--- src/design/sams_pkg.sv ---
// shared constants and types for the serial status-two block
package sams_pkg;
  localparam int DATA_W = 32;
  // register indices; byte address is four times the index
  localparam logic [5:0] IDX_BAUD_HI = 6'h00;
  localparam logic [5:0] IDX_BAUD_LO = 6'h01;
  localparam logic [5:0] IDX_CTRL_ONE = 6'h02;
  localparam logic [5:0] IDX_STATUS_TWO = 6'h03;
  localparam logic [5:0] IDX_BREAK_CMD = 6'h04;
  localparam logic [5:0] IDX_INT_STATUS = 6'h05;
  localparam logic [5:0] IDX_INT_CLEAR = 6'h06;
  localparam logic [5:0] IDX_INT_ENABLE = 6'h07;
  // serial_status_two fields
  localparam int BIT_ALT_MAP = 7;
  localparam int BIT_TX_POL = 4;
  localparam int BIT_RX_POL = 3;
  localparam int BIT_LONG_BRK = 2;
  localparam int BIT_TX_DIR = 1;
  localparam int BIT_RX_ACT = 0;
  // control_register_one, alt_control_two and break command fields
  localparam int BIT_FRAME9 = 4;
  localparam int BIT_SINGLE_WIRE = 5;
  localparam int BIT_IR_EN = 0;
  localparam int BIT_BREAK_GO = 0;
  // reset values
  localparam logic [7:0] RST_BAUD_HI = 8'h00;
  localparam logic [7:0] RST_BAUD_LO = 8'h04;
  localparam logic [7:0] RST_CTRL = 8'h00;
  localparam logic [3:0] RST_INT = 4'h0;
  // bit timing in sample ticks; break and frame lengths in bits
  localparam logic [3:0] TICK_SAMPLE = 4'h8;
  localparam logic [3:0] TICK_LAST = 4'hF;
  localparam logic [3:0] IR_PULSE_FIRST = 4'h7;
  localparam logic [3:0] IR_PULSE_LAST = 4'h9;
  localparam logic [3:0] BRK_BITS_SHORT = 4'hA;
  localparam logic [3:0] BRK_BITS_LONG = 4'hD;
  localparam logic [3:0] FRAME_BITS_SHORT = 4'hA;
  localparam logic [3:0] FRAME_BITS_LONG = 4'hB;
  // interrupt status bits
  localparam int IRQ_W = 4;
  localparam int IRQ_RX_START = 0;
  localparam int IRQ_IDLE = 1;
  localparam int IRQ_FRAME_ERR = 2;
  localparam int IRQ_BREAK_DONE = 3;
  typedef enum logic {RX_SEARCH, RX_FRAME} sams_rx_state_t;
  typedef enum logic {TX_IDLE, TX_BREAK} sams_tx_state_t;
endpackage

--- src/design/sams_rx_if.sv ---
// signals between the register core and the receive front end
`timescale 1ns/1ns
interface sams_rx_if;
  logic sample_tick;
  logic rx_bit;
  logic frame9;
  logic receiver_active_flag;
  logic start_evt;
  logic idle_evt;
  logic frame_err_evt;
  modport front (input sample_tick, input rx_bit, input frame9, output receiver_active_flag,
    output start_evt, output idle_evt, output frame_err_evt);
  modport core (output sample_tick, output rx_bit, output frame9, input receiver_active_flag,
    input start_evt, input idle_evt, input frame_err_evt);
endinterface

--- src/design/sams_rx_front.sv ---
// receive front end: start-bit search, frame check and idle detection
`timescale 1ns/1ns
module sams_rx_front
(
  input wire logic i_ref_clk,
  input wire logic i_rst_b,
  sams_rx_if.front rx
);
  import sams_pkg::*;

  sams_rx_state_t rx_state;
  logic [3:0] tick_cnt;
  logic [3:0] bit_cnt;
  logic [7:0] ones_cnt;
  logic [3:0] frame_len;
  logic [7:0] idle_ticks;
  logic idle_hit;
  logic stop_sample;

  assign frame_len = rx.frame9 ? FRAME_BITS_LONG : FRAME_BITS_SHORT;
  assign idle_ticks = {frame_len, 4'h0};
  assign idle_hit = rx.rx_bit && (ones_cnt == idle_ticks - 8'h01);
  assign stop_sample = (tick_cnt == TICK_SAMPLE) && (bit_cnt == frame_len - 4'h1);

  always_ff @(posedge i_ref_clk or negedge i_rst_b)
  begin
    if (!i_rst_b)
    begin
      rx_state <= RX_SEARCH;
      tick_cnt <= 4'h0;
      bit_cnt <= 4'h0;
      ones_cnt <= 8'h00;
      rx.receiver_active_flag <= 1'b0;
      rx.start_evt <= 1'b0;
      rx.idle_evt <= 1'b0;
      rx.frame_err_evt <= 1'b0;
    end
    else
    begin
      rx.start_evt <= 1'b0;
      rx.idle_evt <= 1'b0;
      rx.frame_err_evt <= 1'b0;
      if (rx.sample_tick)
      begin
        // saturate so a long idle line never wraps into a false count
        ones_cnt <= !rx.rx_bit ? 8'h00 : (ones_cnt == 8'hFF) ? ones_cnt : ones_cnt + 8'h01;
        case (rx_state)
          RX_SEARCH:
          begin
            // [RULE10] set on first low tick
            if (!rx.rx_bit)
            begin
              rx_state <= RX_FRAME;
              tick_cnt <= 4'h1;
              bit_cnt <= 4'h0;
              rx.receiver_active_flag <= 1'b1;
              rx.start_evt <= 1'b1;
            end
            // [RULE11] clear on idle character
            else if (rx.receiver_active_flag && idle_hit)
            begin
              rx.receiver_active_flag <= 1'b0;
              rx.idle_evt <= 1'b1;
            end
          end
          RX_FRAME:
          begin
            tick_cnt <= tick_cnt + 4'h1;
            // [RULE7] stop check ignores break length
            if (stop_sample)
            begin
              rx_state <= RX_SEARCH;
              rx.frame_err_evt <= !rx.rx_bit;
            end
            else if (tick_cnt == TICK_SAMPLE)
            begin
              bit_cnt <= bit_cnt + 4'h1;
            end
          end
          default:
          begin
            rx_state <= RX_SEARCH;
          end
        endcase
      end
    end
  end
endmodule

--- src/design/sams_top.sv ---
// serial status-two block: alternate map, polarity, break length, pin direction, active flag
// Summary of operation
// [RULE1] With the alternate map clear, indices 0,1,2 answer as baud high, baud low and control one.
// [RULE2] With the alternate map set, the same indices answer as alt status one, alt control one and two.
// [RULE3] The alternate map bit is clear after reset so the map matches older versions.
// [RULE4] The transmit polarity bit inverts transmitted NRZ levels and infrared pulse sense.
// [RULE5] The receive polarity bit applies the same inversion to received NRZ and infrared data.
// [RULE6] The long break bit makes a sent break 13 or 14 bits instead of 10 or 11, per frame length.
// [RULE7] Framing error detection in the receiver does not depend on the long break bit.
// [RULE8] In single-wire mode the transmit direction bit makes the transmit pin an input or output.
// [RULE9] Outside single-wire mode the transmit direction bit has no effect on the pin.
// [RULE10] The receiver active flag is set when the first sample tick of start search sees a zero.
// [RULE11] The receiver active flag is cleared when an idle character is detected.
// [RULE12] The receiver active flag is read-only; writes to its position are ignored.
//
// The register offsets and the Wishbone slave port were chosen for this implementation.
`timescale 1ns/1ns
module sams_top
#(
  parameter int ADR_W = 8,
  parameter int BAUD_W = 13
)
(
  input wire logic i_ref_clk,
  input wire logic i_rst_b,
  input wire logic i_wb_cyc,
  input wire logic i_wb_stb,
  input wire logic i_wb_we,
  input wire logic [ADR_W-1:0] i_wb_adr,
  input wire logic [sams_pkg::DATA_W-1:0] i_wb_dat,
  input wire logic [3:0] i_wb_sel,
  output logic [sams_pkg::DATA_W-1:0] o_wb_dat,
  output logic o_wb_ack,
  input wire logic i_rx_line,
  input wire logic i_tx_line_in,
  output logic o_tx_line_out,
  output logic o_tx_line_oe_b,
  output logic o_irq
);
  import sams_pkg::*;

  sams_rx_if rx_bus();

  logic [7:0] baud_divider_high;
  logic [7:0] baud_divider_low;
  logic [7:0] control_register_one;
  logic [7:0] alt_control_one;
  logic [7:0] alt_control_two;
  logic alt_map_select;
  logic tx_polarity_invert;
  logic rx_polarity_invert;
  logic long_break_select;
  logic single_wire_tx_direction;
  logic [IRQ_W-1:0] int_status;
  logic [IRQ_W-1:0] int_enable;
  logic [BAUD_W-1:0] baud_cnt;
  logic sample_tick;
  sams_tx_state_t tx_state;
  logic [3:0] tx_tick;
  logic [3:0] tx_bits;
  logic [3:0] brk_len_q;
  logic break_done;
  logic [7:0] brk_ticks;
  logic first_done;

  // bus decode
  logic [5:0] idx;
  logic bus_req;
  logic wr_lo;
  logic rd;
  logic mapped;
  assign idx = i_wb_adr[7:2];
  assign bus_req = i_wb_cyc && i_wb_stb && !o_wb_ack;
  assign wr_lo = bus_req && i_wb_we && i_wb_sel[0];
  assign rd = bus_req && !i_wb_we;
  assign mapped = (i_wb_adr[ADR_W-1:2] <= (ADR_W-2)'(IDX_INT_ENABLE)) && (i_wb_adr[1:0] == 2'h0);

  // [RULE1] normal map writes
  logic wr_baud_hi;
  logic wr_baud_lo;
  logic wr_ctrl_one;
  assign wr_baud_hi = wr_lo && mapped && idx == IDX_BAUD_HI && !alt_map_select;
  assign wr_baud_lo = wr_lo && mapped && idx == IDX_BAUD_LO && !alt_map_select;
  assign wr_ctrl_one = wr_lo && mapped && idx == IDX_CTRL_ONE && !alt_map_select;
  // [RULE2] alternate map writes
  logic wr_alt_one;
  logic wr_alt_two;
  assign wr_alt_one = wr_lo && mapped && idx == IDX_BAUD_LO && alt_map_select;
  assign wr_alt_two = wr_lo && mapped && idx == IDX_CTRL_ONE && alt_map_select;
  logic wr_status_two;
  logic wr_break;
  logic wr_int_clear;
  logic wr_int_enable;
  assign wr_status_two = wr_lo && mapped && idx == IDX_STATUS_TWO;
  assign wr_break = wr_lo && mapped && idx == IDX_BREAK_CMD && i_wb_dat[BIT_BREAK_GO];
  assign wr_int_clear = wr_lo && mapped && idx == IDX_INT_CLEAR;
  assign wr_int_enable = wr_lo && mapped && idx == IDX_INT_ENABLE;

  logic frame9;
  logic single_wire;
  logic ir_en;
  logic in_break;
  assign frame9 = control_register_one[BIT_FRAME9];
  assign single_wire = control_register_one[BIT_SINGLE_WIRE];
  assign ir_en = alt_control_two[BIT_IR_EN];
  assign in_break = tx_state == TX_BREAK;

  // read data; alt status one shows received bit after polarity and infrared inversion, break and active state
  logic [7:0] status_two_rd;
  logic [7:0] alt_status_one;
  logic [7:0] rd_byte;
  assign status_two_rd = {alt_map_select, 2'b00, tx_polarity_invert, rx_polarity_invert,
    long_break_select, single_wire_tx_direction, rx_bus.receiver_active_flag};
  assign alt_status_one = {5'h00, rx_bus.rx_bit, in_break, rx_bus.receiver_active_flag};
  assign rd_byte = !mapped ? 8'h00 :
    (idx == IDX_BAUD_HI) ? (alt_map_select ? alt_status_one : baud_divider_high) :
    (idx == IDX_BAUD_LO) ? (alt_map_select ? alt_control_one : baud_divider_low) :
    (idx == IDX_CTRL_ONE) ? (alt_map_select ? alt_control_two : control_register_one) :
    (idx == IDX_STATUS_TWO) ? status_two_rd :
    (idx == IDX_INT_STATUS) ? {4'h0, int_status} :
    (idx == IDX_INT_ENABLE) ? {4'h0, int_enable} : 8'h00;

  always_ff @(posedge i_ref_clk or negedge i_rst_b)
  begin
    if (!i_rst_b)
    begin
      o_wb_ack <= 1'b0;
      o_wb_dat <= '0;
    end
    else
    begin
      o_wb_ack <= bus_req;
      o_wb_dat <= rd ? {24'h000000, rd_byte} : '0;
    end
  end

  always_ff @(posedge i_ref_clk or negedge i_rst_b)
  begin
    if (!i_rst_b)
    begin
      baud_divider_high <= RST_BAUD_HI;
      baud_divider_low <= RST_BAUD_LO;
      control_register_one <= RST_CTRL;
      alt_control_one <= RST_CTRL;
      alt_control_two <= RST_CTRL;
      int_enable <= RST_INT;
    end
    else
    begin
      if (wr_baud_hi) baud_divider_high <= i_wb_dat[7:0];
      if (wr_baud_lo) baud_divider_low <= i_wb_dat[7:0];
      if (wr_ctrl_one) control_register_one <= i_wb_dat[7:0];
      if (wr_alt_one) alt_control_one <= i_wb_dat[7:0];
      if (wr_alt_two) alt_control_two <= i_wb_dat[7:0];
      if (wr_int_enable) int_enable <= i_wb_dat[IRQ_W-1:0];
    end
  end

  always_ff @(posedge i_ref_clk or negedge i_rst_b)
  begin
    if (!i_rst_b)
    begin
      // [RULE3] map starts in compatible layout
      alt_map_select <= 1'b0;
      tx_polarity_invert <= 1'b0;
      rx_polarity_invert <= 1'b0;
      long_break_select <= 1'b0;
      single_wire_tx_direction <= 1'b0;
    end
    // [RULE12] active flag bit not stored from bus
    else if (wr_status_two)
    begin
      alt_map_select <= i_wb_dat[BIT_ALT_MAP];
      tx_polarity_invert <= i_wb_dat[BIT_TX_POL];
      rx_polarity_invert <= i_wb_dat[BIT_RX_POL];
      long_break_select <= i_wb_dat[BIT_LONG_BRK];
      single_wire_tx_direction <= i_wb_dat[BIT_TX_DIR];
    end
  end

  // sample tick at 16 per bit; divider of zero stops the clock of the link logic
  logic [BAUD_W-1:0] divisor;
  assign divisor = {baud_divider_high[BAUD_W-9:0], baud_divider_low};
  always_ff @(posedge i_ref_clk or negedge i_rst_b)
  begin
    if (!i_rst_b)
    begin
      baud_cnt <= '0;
      sample_tick <= 1'b0;
    end
    else
    begin
      sample_tick <= (divisor != '0) && (baud_cnt >= divisor - 1'b1);
      baud_cnt <= ((divisor == '0) || (baud_cnt >= divisor - 1'b1)) ? '0 : baud_cnt + 1'b1;
    end
  end

  // [RULE6] break length from long break and frame size
  logic [3:0] brk_len;
  assign brk_len = (long_break_select ? BRK_BITS_LONG : BRK_BITS_SHORT) + {3'b000, frame9};
  assign break_done = in_break && sample_tick && tx_tick == TICK_LAST && tx_bits == brk_len_q - 4'h1;
  always_ff @(posedge i_ref_clk or negedge i_rst_b)
  begin
    if (!i_rst_b)
    begin
      tx_state <= TX_IDLE;
      tx_tick <= 4'h0;
      tx_bits <= 4'h0;
      brk_len_q <= BRK_BITS_SHORT;
    end
    else
    begin
      case (tx_state)
        TX_IDLE:
        begin
          tx_tick <= 4'h0;
          tx_bits <= 4'h0;
          // a break request while one runs is dropped
          if (wr_break)
          begin
            tx_state <= TX_BREAK;
            brk_len_q <= brk_len;
          end
        end
        TX_BREAK:
        begin
          if (sample_tick)
          begin
            tx_tick <= tx_tick + 4'h1;
            if (tx_tick == TICK_LAST) tx_bits <= tx_bits + 4'h1;
          end
          if (break_done) tx_state <= TX_IDLE;
        end
        default:
        begin
          tx_state <= TX_IDLE;
        end
      endcase
    end
  end

  // [RULE4] transmit polarity for NRZ and infrared
  logic tx_bit;
  logic ir_window;
  logic next_tx;
  assign tx_bit = !in_break;
  assign ir_window = tx_tick >= IR_PULSE_FIRST && tx_tick <= IR_PULSE_LAST;
  assign next_tx = (ir_en ? (!tx_bit && ir_window) : tx_bit) ^ tx_polarity_invert;

  // [RULE8] direction bit matters only in single-wire mode
  logic next_oe_b;
  assign next_oe_b = single_wire ? !single_wire_tx_direction : 1'b0;

  // [RULE5] receive polarity for NRZ and infrared
  logic rx_src;
  logic rx_nrz;
  assign rx_src = single_wire ? i_tx_line_in : i_rx_line;
  assign rx_nrz = rx_src ^ rx_polarity_invert;
  assign rx_bus.rx_bit = ir_en ? !rx_nrz : rx_nrz;
  assign rx_bus.sample_tick = sample_tick;
  assign rx_bus.frame9 = frame9;

  sams_rx_front u_rx_front
  (
    .i_ref_clk(i_ref_clk),
    .i_rst_b(i_rst_b),
    .rx(rx_bus.front)
  );

  // sticky events; a set in the clear cycle wins
  logic [IRQ_W-1:0] events;
  logic [IRQ_W-1:0] clr_mask;
  assign events = {break_done, rx_bus.frame_err_evt, rx_bus.idle_evt, rx_bus.start_evt};
  assign clr_mask = wr_int_clear ? i_wb_dat[IRQ_W-1:0] : '0;
  always_ff @(posedge i_ref_clk or negedge i_rst_b)
  begin
    if (!i_rst_b)
    begin
      int_status <= RST_INT;
      o_irq <= 1'b0;
      o_tx_line_out <= 1'b1;
      o_tx_line_oe_b <= 1'b0;
    end
    else
    begin
      int_status <= (int_status & ~clr_mask) | events;
      o_irq <= |(int_status & int_enable);
      o_tx_line_out <= next_tx;
      // [RULE9] pin stays driven outside single-wire mode
      o_tx_line_oe_b <= next_oe_b;
    end
  end

  // helper state read only by assertions
  always_ff @(posedge i_ref_clk or negedge i_rst_b)
  begin
    if (!i_rst_b)
    begin
      brk_ticks <= 8'h00;
      first_done <= 1'b0;
    end
    else
    begin
      first_done <= 1'b1;
      if (!in_break) brk_ticks <= 8'h00;
      else if (sample_tick) brk_ticks <= brk_ticks + 8'h01;
    end
  end
endmodule

--- config.mk ---
export PLATFORM = sky130hd
export DESIGN_NAME = sams_top
export DESIGN_NICKNAME = d
export VERILOG_FILES = /design/src/design/sams_pkg.sv /design/src/design/sams_rx_if.sv /design/src/design/sams_rx_front.sv /design/src/design/sams_top.sv
export SDC_FILE = /design/constraint.sdc
export NUM_CORES = 1
export LEC_CHECK = 0
export BUFFER_PORTS_ARGS = -buffer_cell sky130_fd_sc_hd__buf_4
export CAP_MARGIN = 10
export CORE_ASPECT_RATIO = 0.6
export CORE_MARGIN = 8
export CORE_UTILIZATION = 47
export CTS_CLUSTER_SIZE = 30
export DETAILED_ROUTE_END_ITERATION = 16
export PLACE_DENSITY = 0.76
export SLEW_MARGIN = 20
export SYNTH_ARGS = -nofsm -noshare
export SYNTH_HDL_FRONTEND = slang
export SYNTH_HIERARCHICAL = 1
export SYNTH_SLANG_ARGS = --single-unit
--- constraint.sdc ---
create_clock -name i_ref_clk -period 5 [get_ports i_ref_clk]
set_clock_uncertainty 0.05 [all_clocks]
set_input_delay 0 -clock i_ref_clk [delete_from_list [all_inputs] [get_ports i_ref_clk]]
set_output_delay 0 -clock i_ref_clk [all_outputs]
set_load 0.05 [all_outputs]
== Word level (Yosys, flattened, before mapping) ==
Index checks and enable logic that the tools add are counted.

* Add/subtract/negate cells: 11
* Multipliers: 0
* Divide/modulo/power cells: 0
* Magnitude comparators: 4
* Eq/ne operators: 20
* Shift operators: 0
* Multiplexer cells: 49
* Bitwise logic cells: 8
* Reduce and logical (&&, ||, !) cells: 48

{| class="wikitable"
|+ Operators by type and width
! operator !! number
|-
| $mux 8 || 11
|-
| $mux 4 || 10
|-
| $pmux 4 s2 || 4
|-
| $logic_and 1x1->1 || 29
|-
| $eq 6x3->1 const B || 4
|-
| $mux 1 || 20
|-
| $add 4x1->4 const B || 4
|-
| $add 13x1->13 const B || 1
|-
| $ge 13x13->1 || 1
|-
| $logic_not 13->1 || 1
|-
| $mux 13 || 1
|-
| $reduce_bool 13->1 || 1
|-
| $sub 13x1->13 const B || 1
|-
| $eq 6x2->1 const B || 2
|-
| $ne 2x2->1 const B || 6
|-
| $add 8x1->8 const B || 1
|-
| $and 4x4->4 || 2
|-
| $eq 4x4->1 || 2
|-
| $eq 4x4->1 const B || 2
|-
| $eq 8x8->1 || 1
|-
| $eq 8x8->1 const B || 1
|-
| $reduce_and 2->1 || 4
|-
| $sub 4x1->4 const B || 2
|-
| $sub 8x1->8 const B || 1
|-
| 19 further kinds || 28
|}

* Bits in registers: 113
* Bits in latches: 0
* RAM bits: 0
* ROM bits: 0
* Output and inout bits: 36
* Logic and storage cells: 171
* Memories: 0

== Logic depth before layout (Yosys ltp) ==
Gate-level depths: netlist of the first run.

* Depth after elaboration: 10
* Mapped depth: 12
* Mapped depth without buffers: 11

== Cells and area by module ==
Netlist of the first run, hierarchy kept.

{| class="wikitable"
|+ By module, submodules not included
! module !! instances !! cells an instance !! area an instance (um2) !! seq. area each (um2)
|-
| sams_top || 1 || 470 || 5,109.9 || 2,280.9
|-
| sams_rx_front || 1 || 122 || 1,173.6 || 525.5
|}

== Least setup slack after synthesis of the first run ==
OpenSTA, ideal clock, no wires.

* Kind: register -> register
* Start: register baud_divider_low[3]
* End: register sample_tick (netlist: rx_bus.sample_tick)
* Setup time: 64 ps
* Arrival time: 2,895 ps
* Setup slack: 1,991 ps
* Stages on the path, launching flop included: 11
* Buffers on the path: 1
* Cell sequence: dfrtp_1 > or4_1 > or3_1 > nor3_1 > xnor2_1 > ha_1 > and4_1 > nand3_1 > o221ai_1 > clkbuf_1 > o21ba_2

* Word-level cells in the longest chain between the ends: 3

{| class="wikitable"
|+ Ends and longest elaborated chain
! element !! line !! source
|-
| from (decl) || sams_top.sv:45 || <nowiki>logic [7:0] baud_divider_low;</nowiki>
|-
| from (signal assigned) || sams_top.sv:151 || <nowiki>if (wr_baud_lo) baud_divider_low <= i_wb_dat[7:0];</nowiki>
|-
| $sub 13x1->13 || sams_top.sv:193 || <nowiki>sample_tick <= (divisor != '0) && (baud_cnt >= divisor - 1'b1);</nowiki>
|-
| $ge 13x13->1 || sams_top.sv:193 ||
|-
| $logic_and 1x1->1 (*) || sams_top.sv:193 ||
|-
| to (signal assigned) || sams_top.sv:193 ||
|-
| to (decl) || sams_top.sv:57 || <nowiki>logic sample_tick;</nowiki>
|}

Every way passes the cells marked *; elsewhere a longest branch is shown, timed or not.
A chain may end at the register's enable or synchronous reset.

== Worst setup path after layout of the first run ==
Same ends and word-level chain as after synthesis.

==> results_dict.tcl, run 1 <==
set metrics [dict create \
    status "complete, no violations" \
    fmax_ghz 0.280 \
    wl_microns 14700 \
    final_antenna_net_count 0 \
    cts_sinks 112 \
    cts_tree "done" \
    wire_per_inst_microns 18.2 \
    synth_cells 592 \
    leakage_nw 3.32 \
    path_clk_slew_ns 0.07 \
    multi_input_area_sq_um 3190 \
    dp_hpwl_microns 10700 \
    fillers 1119 \
    synth.top_cell.area_share_pct 43.4 \
    cellPowerDensity_nw_per_um2 258 \
    via_per_inst 5.82 \
    slew_headroom_pct 28.1 \
    worstSetupPathType "flop to flop" \
    synth_adder_area_share_pct 5.18 \
    routabilityCongestion 0.880 \
    die_h_microns 106 \
    synthesis.area_sq_um 6280 \
    critical_path_arrival_ns 3.82 \
    regArea_sq_um 2810 \
    ys_types 64 \
    slowest_stage "a21oi_1" \
    synth_top_family_by_area "simple AND/OR/NAND/NOR gates" \
    grt-ovfl-total 0 \
    port-buffer-count 35 \
    crit_path_max_fanout 14 \
    wl_met2_microns 6330 \
    yosysWarnings 6 \
    die_area_sq_um 17400 \
    first_pass_iters 6 \
    grt_first_pass_wirelength_microns 23800 \
    ys_seq_area_share_pct 44.7 \
    core_sq_um 12900 \
    synthXorXnorAreaFrac_pct 5.30 \
    synthFlopType "dfrtp_1" \
    min_path_type "input pin to flop" \
    grt_max_degree 77 \
    wl_met3_microns 1280 \
    muxShareOfSynthArea_pct 12.6 \
    drt_iter0_drc 420 \
    cp_cell_sequence "or4_1, or3_1, nor4_1, xnor2_1, ha_1, and4_1, nand2_1, a21oi_1, o21ba_2" \
    max_cap_violations 0 \
    rsz0062_at_grt "false" \
    grt_usage_pct 17.2 \
    antenna_found_initial 0 \
    finalMaxSlewViolations 0 \
    ioPinCount 87 \
    crit_path_max_incr_delay_ns 0.80 \
    via_count 4698 \
    cts_resized 0 \
    clockBufferDepth 2 \
    setup_tns_ns 0 \
    area_growth_pct 12.1 \
    cts_buffers 9 \
    peakVddDrop_mv 0.196 \
    diodes 0 \
    clock_latency_ns 0.36 \
    htree_levels 3 \
    synth_compound_area_share_pct 8.60 \
    async_flop_share_pct 100 \
    syn_area_per_cell_sq_um 10.6 \
    start_util_pct 48.6 \
    setup_viol 0 \
    cp-start-kind "flop" \
    grt_pass1_vias 4553 \
    synth-seq-cells 112 \
    final_util_pct 54.5 \
    topRoutingLayerUsed "met4" \
    min_period_over_period_pct 71.5 \
    finalHoldViolations 0 \
    cts-root-buf "clkbuf_16" \
    synth-edff-count 0 \
    min_period_ns 3.58 \
    drive_above_1_share_pct 19.6 \
    wl_met1_microns 6870 \
    yosys.area.top_type "dfrtp_1" \
    fin_nets 709 \
    fp.dieW_microns 165 \
    core.rowCount 32 \
    required_ns 5.24 \
    synthTopCellsByArea "dfrtp_1 43%, mux2_2 8.8%, ha_1 5.2%" \
    route.detailed.drc 0 \
    synth_simple_gate_area_share_pct 17.6 \
    setup.worst_path.end_class "flop" \
    tightest_slew_ns 1.07 \
]
report_power, final:
| part | total, mW | leakage, nW | internal (mW) | switching [mW] |
|---|---|---|---|---|
| clock network | 0.787 | 0.158 | 0.446 | 0.342 |
| registers | 0.907 | 1.48 | 0.906 | 0.00116 |
| logic | 0.120 | 1.69 | 0.0276 | 0.0921 |
| total | 1.81 | 3.32 | 1.38 | 0.435 |
area by class of cell:
type / instances / area share [%]
multi-input cells: 431 / 45.3
flip-flops and latches: 112 / 39.8
repair buffers: 49 / 5.61
clock buffers: 9 / 3.20
well taps: 170 / 3.02
inverters: 29 / 1.55
clock inverters: 7 / 1.44
layer usage:
metal / vias to the layer above / GRT usage (%)
met3: 21 / 4.55
met5: - / 0
met1: 2315 / 24.9
met4: 0 / 4.48
met2: 191 / 24.9
li1: 2171 / -
path summary, 6_finish.rpt:
| check | depth (start not counted) | from | end | slack (ns) |
|---|---|---|---|---|
| setup / recovery | 9 | baud_divider_low[3] | rx_bus.sample_tick | 1.42 |
| setup reg to reg | 9 | baud_divider_low[3] | rx_bus.sample_tick | 1.42 |
| hold / removal | 4 | i_wb_adr[5] | o_wb_dat[0] | 0.04 |
| max in group asynchronous | 3 | i_rst_b | brk_len_q[1] | 3.54 |
| min in group asynchronous | 2 | i_rst_b | o_wb_dat[5] | 0.26 |
| hold reg to reg | 1 | single_wire_tx_direction | o_tx_line_oe_b | 0.45 |
state kept, by name (all words and copies together), names as in the netlist, 8 cells and up:
register,cells
alt_control_one,8
alt_control_two,8
baud_cnt,13
baud_divider_high,8
baud_divider_low,8
control_register_one,8
o_wb_dat,8
u_rx_front/ones_cnt,8
worst max-delay path: cells and delay by family, from the launching register on:
family	cells	cell delay (ns)
AO/OA/AOI/OAI	2	1.06
XOR/XNOR	1	0.12
flip-flops	1	0.44
AND/OR/NAND/NOR	5	1.55
adder cells (fa/ha/maj)	1	0.28
Yosys cell counts, types with 16 or more instances:
cell,count
dfrtp_1,109
mux2_2,49
nor2_1,35
nand2_1,31
inv_1,29
buf_4,26
ha_1,26
mux2i_1,24
a21oi_1,22
xnor2_1,20
nor4_1,18
xor2_1,18
o21ai_0,16
stage by stage:
step / power (mW) / worst slack, ns / instance area (sq um) / cells / hold slack, ns
2_1_floorplan: 1.00 / 1.99 / 6370 / 615 / -0.346
3_3_place_gp: 1.04 / 1.49 / 6600 / 780 / 0.152
3_5_place_dp: 1.04 / 1.41 / 6600 / 780 / 0.163
4_1_cts: 1.83 / 1.39 / 7040 / 807 / 0.0229
5_1_grt: 1.87 / 1.16 / 7040 / 807 / 0.0618
6_report: 1.81 / 1.42 / 7040 / 807 / 0.0426
cell families (layout without fill, tap and decap cells):
group | count (synthesis) | count (layout)
fa+ha+maj | 26 | 26
flops | 112 | 112
buf+inv | 72 | 94
other cells | 1 | 24
compound gates | 81 | 81
mux | 73 | 73
xor+xnor | 38 | 38
simple gates | 189 | 189
timing repair:
action | 4_1_cts | 5_1_grt
endpoints found under the setup margin | 0 | 0
hold endpoints to repair | 128 | 0
hold buffers | 11 | 0
buffers inserted | 0 | 0
cell usage in the layout, fill, tap and decap left out, drive strengths merged, types with 5 or more instances in the layout:
master / count
a21oi: 22
a221oi: 5
and2: 8
and3: 6
and4: 6
buf: 38
clkbuf: 9
conb: 24
dfrtp: 109
dlygate4sd3: 11
ha: 26
inv: 32
mux2: 49
mux2i: 24
nand2: 34
nand2b: 8
nand3: 15
nand3b: 6
nand4: 11
nor2: 36
nor3: 13
nor4: 19
o211ai: 5
o21ai: 18
or4: 5
xnor2: 20
xor2: 18
Power figures use the tool's default switching activity.
==> run 2, diff against run 1 <==
Settings changed: ABC_AREA set to 1, PLACE_DENSITY 0.76 to 0.79.
Clock period 5 ns to 3.1 ns, I/O delays scaled along.
==> run 2 against run 1 <==
Net effect: synthesized area up 3.3%; critical path depth is 7 higher; largest cell class unchanged; first-iteration DRC count up 18%; largest power group unchanged; final area grew 1.8%.
==> results_dict.tcl, run 2 <==
set metrics [dict create \
    leakage_nw 3.53 \
    setup_tns_ns 0 \
    clock_latency_ns 0.35 \
    fillers 1220 \
    tightest_slew_ns 0.629 \
    finalHoldViolations 0 \
    port-buffer-count 35 \
    worstSetupPathType "flop to flop" \
    cts_sinks 112 \
    synthFlopType "dfrtp_1" \
    wire_per_inst_microns 14.6 \
    ys_seq_area_share_pct 43.3 \
    min_period_over_period_pct 86.1 \
    max_cap_violations 0 \
    die_area_sq_um 17900 \
    area_growth_pct 10.5 \
    ioPinCount 87 \
    yosys.area.top_type "dfrtp_1" \
    grt-ovfl-total 0 \
    finalMaxSlewViolations 0 \
    final_antenna_net_count 0 \
    synth_cells 809 \
    rsz0062_at_grt "false" \
    async_flop_share_pct 100 \
    slew_headroom_pct 57.7 \
    grt_first_pass_wirelength_microns 25100 \
    fin_nets 925 \
    ys_types 39 \
    cp-start-kind "flop" \
    yosys-top-cells-count "201 x nand2_1, 109 x dfrtp_1, 89 x inv_1" \
    cts_buffers 9 \
    critical_path_arrival_ns 2.85 \
    multi_input_area_sq_um 3120 \
    min_path_type "input pin to flop" \
    core.rowCount 33 \
    fmax_ghz 0.375 \
    clockBufferDepth 2 \
    setup.worst_path.end_class "flop" \
    wl_microns 15000 \
    htree_levels 3 \
    synth-seq-cells 112 \
    start_util_pct 47.8 \
    path_clk_slew_ns 0.08 \
    synthMostInstantiatedCell "nand2_1" \
    grt_max_degree 66 \
    final_common_cell "nand2_1" \
    grtUsageMet2_pct 24.3 \
    synthesis.area_sq_um 6490 \
    cts-root-buf "clkbuf_16" \
    crit_path_max_fanout 13 \
    route.detailed.drc 0 \
    routabilityCongestion 0.901 \
    grt_usage_pct 17.2 \
    cts_tree "done" \
    holdWs_ns 0.0240 \
    peakVddDrop_mv 0.271 \
    synthTopCellsByArea "dfrtp_1 42%, nand2_1 12%, inv_1 5.1%" \
    status "complete, no violations" \
    largest_reg_flops 13 \
    top_usage_layer "met1" \
    synth.top_cell.area_share_pct 42.0 \
    via_count 5311 \
    first_pass_iters 5 \
    diodes 0 \
    cts_resized 0 \
    regArea_sq_um 2810 \
    via_per_inst 5.17 \
    gr-usage-met1_pct 25.6 \
    cellPowerDensity_nw_per_um2 402 \
    die_h_microns 107 \
    antenna_found_initial 0 \
    drive_above_1_share_pct 10.9 \
    final_cell_mix "201 x nand2_1, 109 x dfrtp_1, 89 x inv_1" \
    core_sq_um 13600 \
    setup_viol 0 \
    min_period_ns 2.67 \
    fp.dieW_microns 168 \
    yosysWarnings 6 \
    grt_pass1_vias 4937 \
    dp_hpwl_microns 11100 \
    drt_iter0_drc 495 \
    syn_area_per_cell_sq_um 8.02 \
    grt.met3_usage_pct 4.44 \
    required_ns 3.28 \
    synth-edff-count 0 \
    regMostFlops "baud_cnt" \
]
[run 2: final timing paths]
check	cells past startpoint	to	slack [ns]	startpoint
worst max-delay path	16	baud_cnt[11]	0.43	baud_divider_low[0]
worst min-delay path	3	alt_control_one[4]	0.02	i_wb_dat[4]
worst max register to register	16	baud_cnt[11]	0.43	baud_divider_low[0]
worst min register to register	2	int_status[0]	0.38	u_rx_front/rx.start_evt
max in group asynchronous	3	o_tx_line_out	2.05	i_rst_b
min in group asynchronous	2	u_rx_front/bit_cnt[3]	0.15	i_rst_b
[run 2: power by group]
group          internal [mW]  switching [mW]
sequential              1.46         0.00129
combinational         0.0388           0.151
clock                  0.677           0.554
total                   2.18           0.706
[run 2: timing repair]
item	in CTS	in global routing
setup buffers	0	0
hold endpoints to repair	64	0
hold buffers	6	0
endpoints found under the setup margin	0	0
[run 2: cell families after synthesis]
logic type | after synthesis | synth area share, %
flops | 112 | 43.3
mux | 2 | 0.309
other cells | 1 | 0.0578
buf+inv | 132 | 10.0
fa+ha+maj | 26 | 5.01
simple gates | 391 | 27.7
xor+xnor | 31 | 4.18
compound gates | 114 | 9.39
[run 2: metrics by stage]
stage | worst slack, ns | utilization [%] | cells | total power [mW] | area (sq um)
3_3_place_gp | 0.611 | 50.0 | 1006 | 1.67 | 6790
6_report | 0.431 | 52.8 | 1028 | 2.88 | 7170
4_1_cts | 0.455 | 52.8 | 1028 | 2.89 | 7170
2_1_floorplan | 0.747 | - | 832 | 1.62 | 6580
3_5_place_dp | 0.491 | 50.0 | 1006 | 1.67 | 6790
5_1_grt | 0.150 | 52.8 | 1028 | 2.97 | 7170
[run 2: metal layers]
metal,vias to the layer above,share of wire [%]
li1,2634,-
met1,2465,51
met2,202,41
met3,10,8.0
met4,0,0.76
met5,-,0
[run 2: worst max-delay path, stage by stage (launching register included)]
cell and delay (ns):
dfrtp_1 0.39, inv_1 0.12, ha_1 0.22, nand2_1 0.12
nor2_2 0.22, nand3_1 0.16, inv_1 0.08, nor2_1 0.05
ha_1 0.31, nand2_1 0.07, nor2_1 0.17, inv_1 0.06
nor2_1 0.09, nand2_1 0.07, nand4_1 0.09, buf_4 0.21
nor2_1 0.06
[run 2: layout make-up]
| class | instances | share of cell area, % |
|---|---|---|
| Inverter | 92 | 4.82 |
| Clock buffer | 11 | 3.53 |
| Clock inverter | 5 | 0.873 |
| Timing Repair Buffer | 45 | 5.10 |
| Sequential cell | 112 | 39.2 |
| Tap cell | 175 | 3.05 |
| Multi-Input combinational cell | 588 | 43.5 |
==> run 3, diff against run 2 <==
Settings changed: CORE_UTILIZATION 47 to 30, PLACE_DENSITY 0.79 to 0.58.
==> run 3 against run 2 <==
Net effect: sequential share of layout area decreased by 0.61 points; die area increased by 49%; sequential power about the same; total power decreased by 3.4%; global-route usage decreased by 5.2 points; largest power group unchanged; highest routed layer unchanged.
==> results_dict.tcl, run 3 (synthesized netlist as in run 2, its figures left out) <==
set metrics [dict create \
    slew_headroom_pct 49.5 \
    die_area_sq_um 26700 \
    antenna_found_initial 0 \
    clock_latency_ns 0.36 \
    min_path_type "input pin to flop" \
    worstSetupPathType "flop to flop" \
    fmax_ghz 0.384 \
    cts-root-buf "clkbuf_16" \
    path_clk_slew_ns 0.08 \
    core.rowCount 41 \
    start_util_pct 30.7 \
    first_pass_iters 6 \
    cts_tree "done" \
    place_area_sq_um 6930 \
    holdWs_ns 0.0409 \
    fillers 2259 \
    final_antenna_net_count 0 \
    cellPowerDensity_nw_per_um2 383 \
    r2r_setup_slack_ns 0.49 \
    port-buffer-count 35 \
    setup_tns_ns 0 \
    grt_pass1_vias 4724 \
    wire_per_inst_microns 13.9 \
    grt_max_degree 59 \
    routabilityCongestion 0.844 \
    final_cell_mix "201 x nand2_1, 109 x dfrtp_1, 89 x inv_1" \
    fp.dieW_microns 206 \
    grt-ovfl-total 0 \
    cp-start-kind "flop" \
    cts_buffers 9 \
    dp_hpwl_microns 11900 \
    ioPinCount 87 \
    critical_path_arrival_ns 2.80 \
    worstSetupEndpoint "baud_cnt[8]" \
    final_common_cell "nand2_1" \
    final_area_sq_um 7280 \
    max_cap_violations 0 \
    route.detailed.drc 0 \
    finalHoldViolations 0 \
    crit_path_max_fanout 13 \
    clockBufferDepth 2 \
    htree_levels 3 \
    hold_buffers 7 \
    fin_nets 927 \
    rsz0062_at_grt "false" \
    status "complete, no violations" \
    tightest_slew_ns 0.757 \
    largest_reg_flops 13 \
    via_per_inst 4.51 \
    cts_resized 0 \
    min_period_ns 2.61 \
    drive_above_1_share_pct 10.9 \
    min_period_over_period_pct 84.1 \
    crit_path_start "baud_divider_low[4]" \
    leakage_nw 3.53 \
    cts_sinks 112 \
    required_ns 3.29 \
    r2r-start "baud_divider_low[4]" \
    regMostFlops "baud_cnt" \
    finalMaxSlewViolations 0 \
    via_count 5114 \
    diodes 0 \
    peakVddDrop_mv 0.289 \
    grt_usage_pct 12.0 \
    area_growth_pct 12.2 \
    worst-r2r-cell-count 14 \
    drt_iter0_drc 406 \
    setup_viol 0 \
    setup.worst_path.end_class "flop" \
    post_cts_buffers 0 \
    timing.rr.end "baud_cnt[8]" \
    die_h_microns 130 \
    grt_first_pass_wirelength_microns 25500 \
    core_sq_um 21100 \
    wl_microns 15800 \
]
-- run 3: cell type report --
cell class	count	area, sq um	area share (%)
clock buffer	10	239	3.28
clock inverter	5	41.3	0.567
inverter	92	345	4.74
multi-input combinational	588	3120	42.8
sequential	112	2810	38.5
tap	279	349	4.79
timing repair buffer	47	383	5.26
-- run 3: critical path, stage by stage, from the launching register on --
cell and delay [ns]:
dfrtp_1 0.45, nor2_1 0.22, nand3_1 0.09, nor2_1 0.26
nand4_1 0.14, xor2_1 0.18, ha_1 0.31, nand2_1 0.07
nor2_1 0.14, inv_1 0.06, nor2_1 0.10, nand2_1 0.07
nand4_1 0.09, buf_4 0.20, nor2_1 0.06
-- run 3: worst min path at each step --
stage               slack, ns                       to  cells past startpoint   startpoint
floorplan               -0.35       alt_control_one[0]                      0      i_rst_b
global placement         0.08               tx_bits[3]                      1      i_rst_b
detailed placement       0.08               tx_bits[2]                      1      i_rst_b
CTS                      0.03  control_register_one[4]                      3  i_wb_dat[4]
global route             0.05  control_register_one[4]                      3  i_wb_dat[4]
finish                   0.04  control_register_one[4]                      3  i_wb_dat[4]
-- run 3: through the flow --
step	power (mW)	util (%)	std cells	setup WS [ns]
2_1_floorplan	1.62	-	832	0.747
3_5_place_dp	1.68	32.8	1111	0.509
4_1_cts	2.83	34.4	1133	0.484
6_report	2.79	34.4	1133	0.493
3_3_place_gp	1.68	32.8	1111	0.579
5_1_grt	2.90	34.4	1133	0.238
-- run 3: per-layer routing --
metal	part of all wire (%)	global-route usage (%)
met1	55	18.5
met2	39	16.0
met3	5.6	3.49
met4	0.67	2.29
met5	0	0
-- run 3: report_power, final --
part / internal [mW] / total, mW / leakage [nW] / switching [mW]
Sequential: 1.46 / 1.46 / 1.50 / 0.00119
Clock: 0.571 / 1.13 / 0.136 / 0.562
Combinational: 0.0395 / 0.191 / 1.90 / 0.152
Total: 2.07 / 2.79 / 3.53 / 0.715
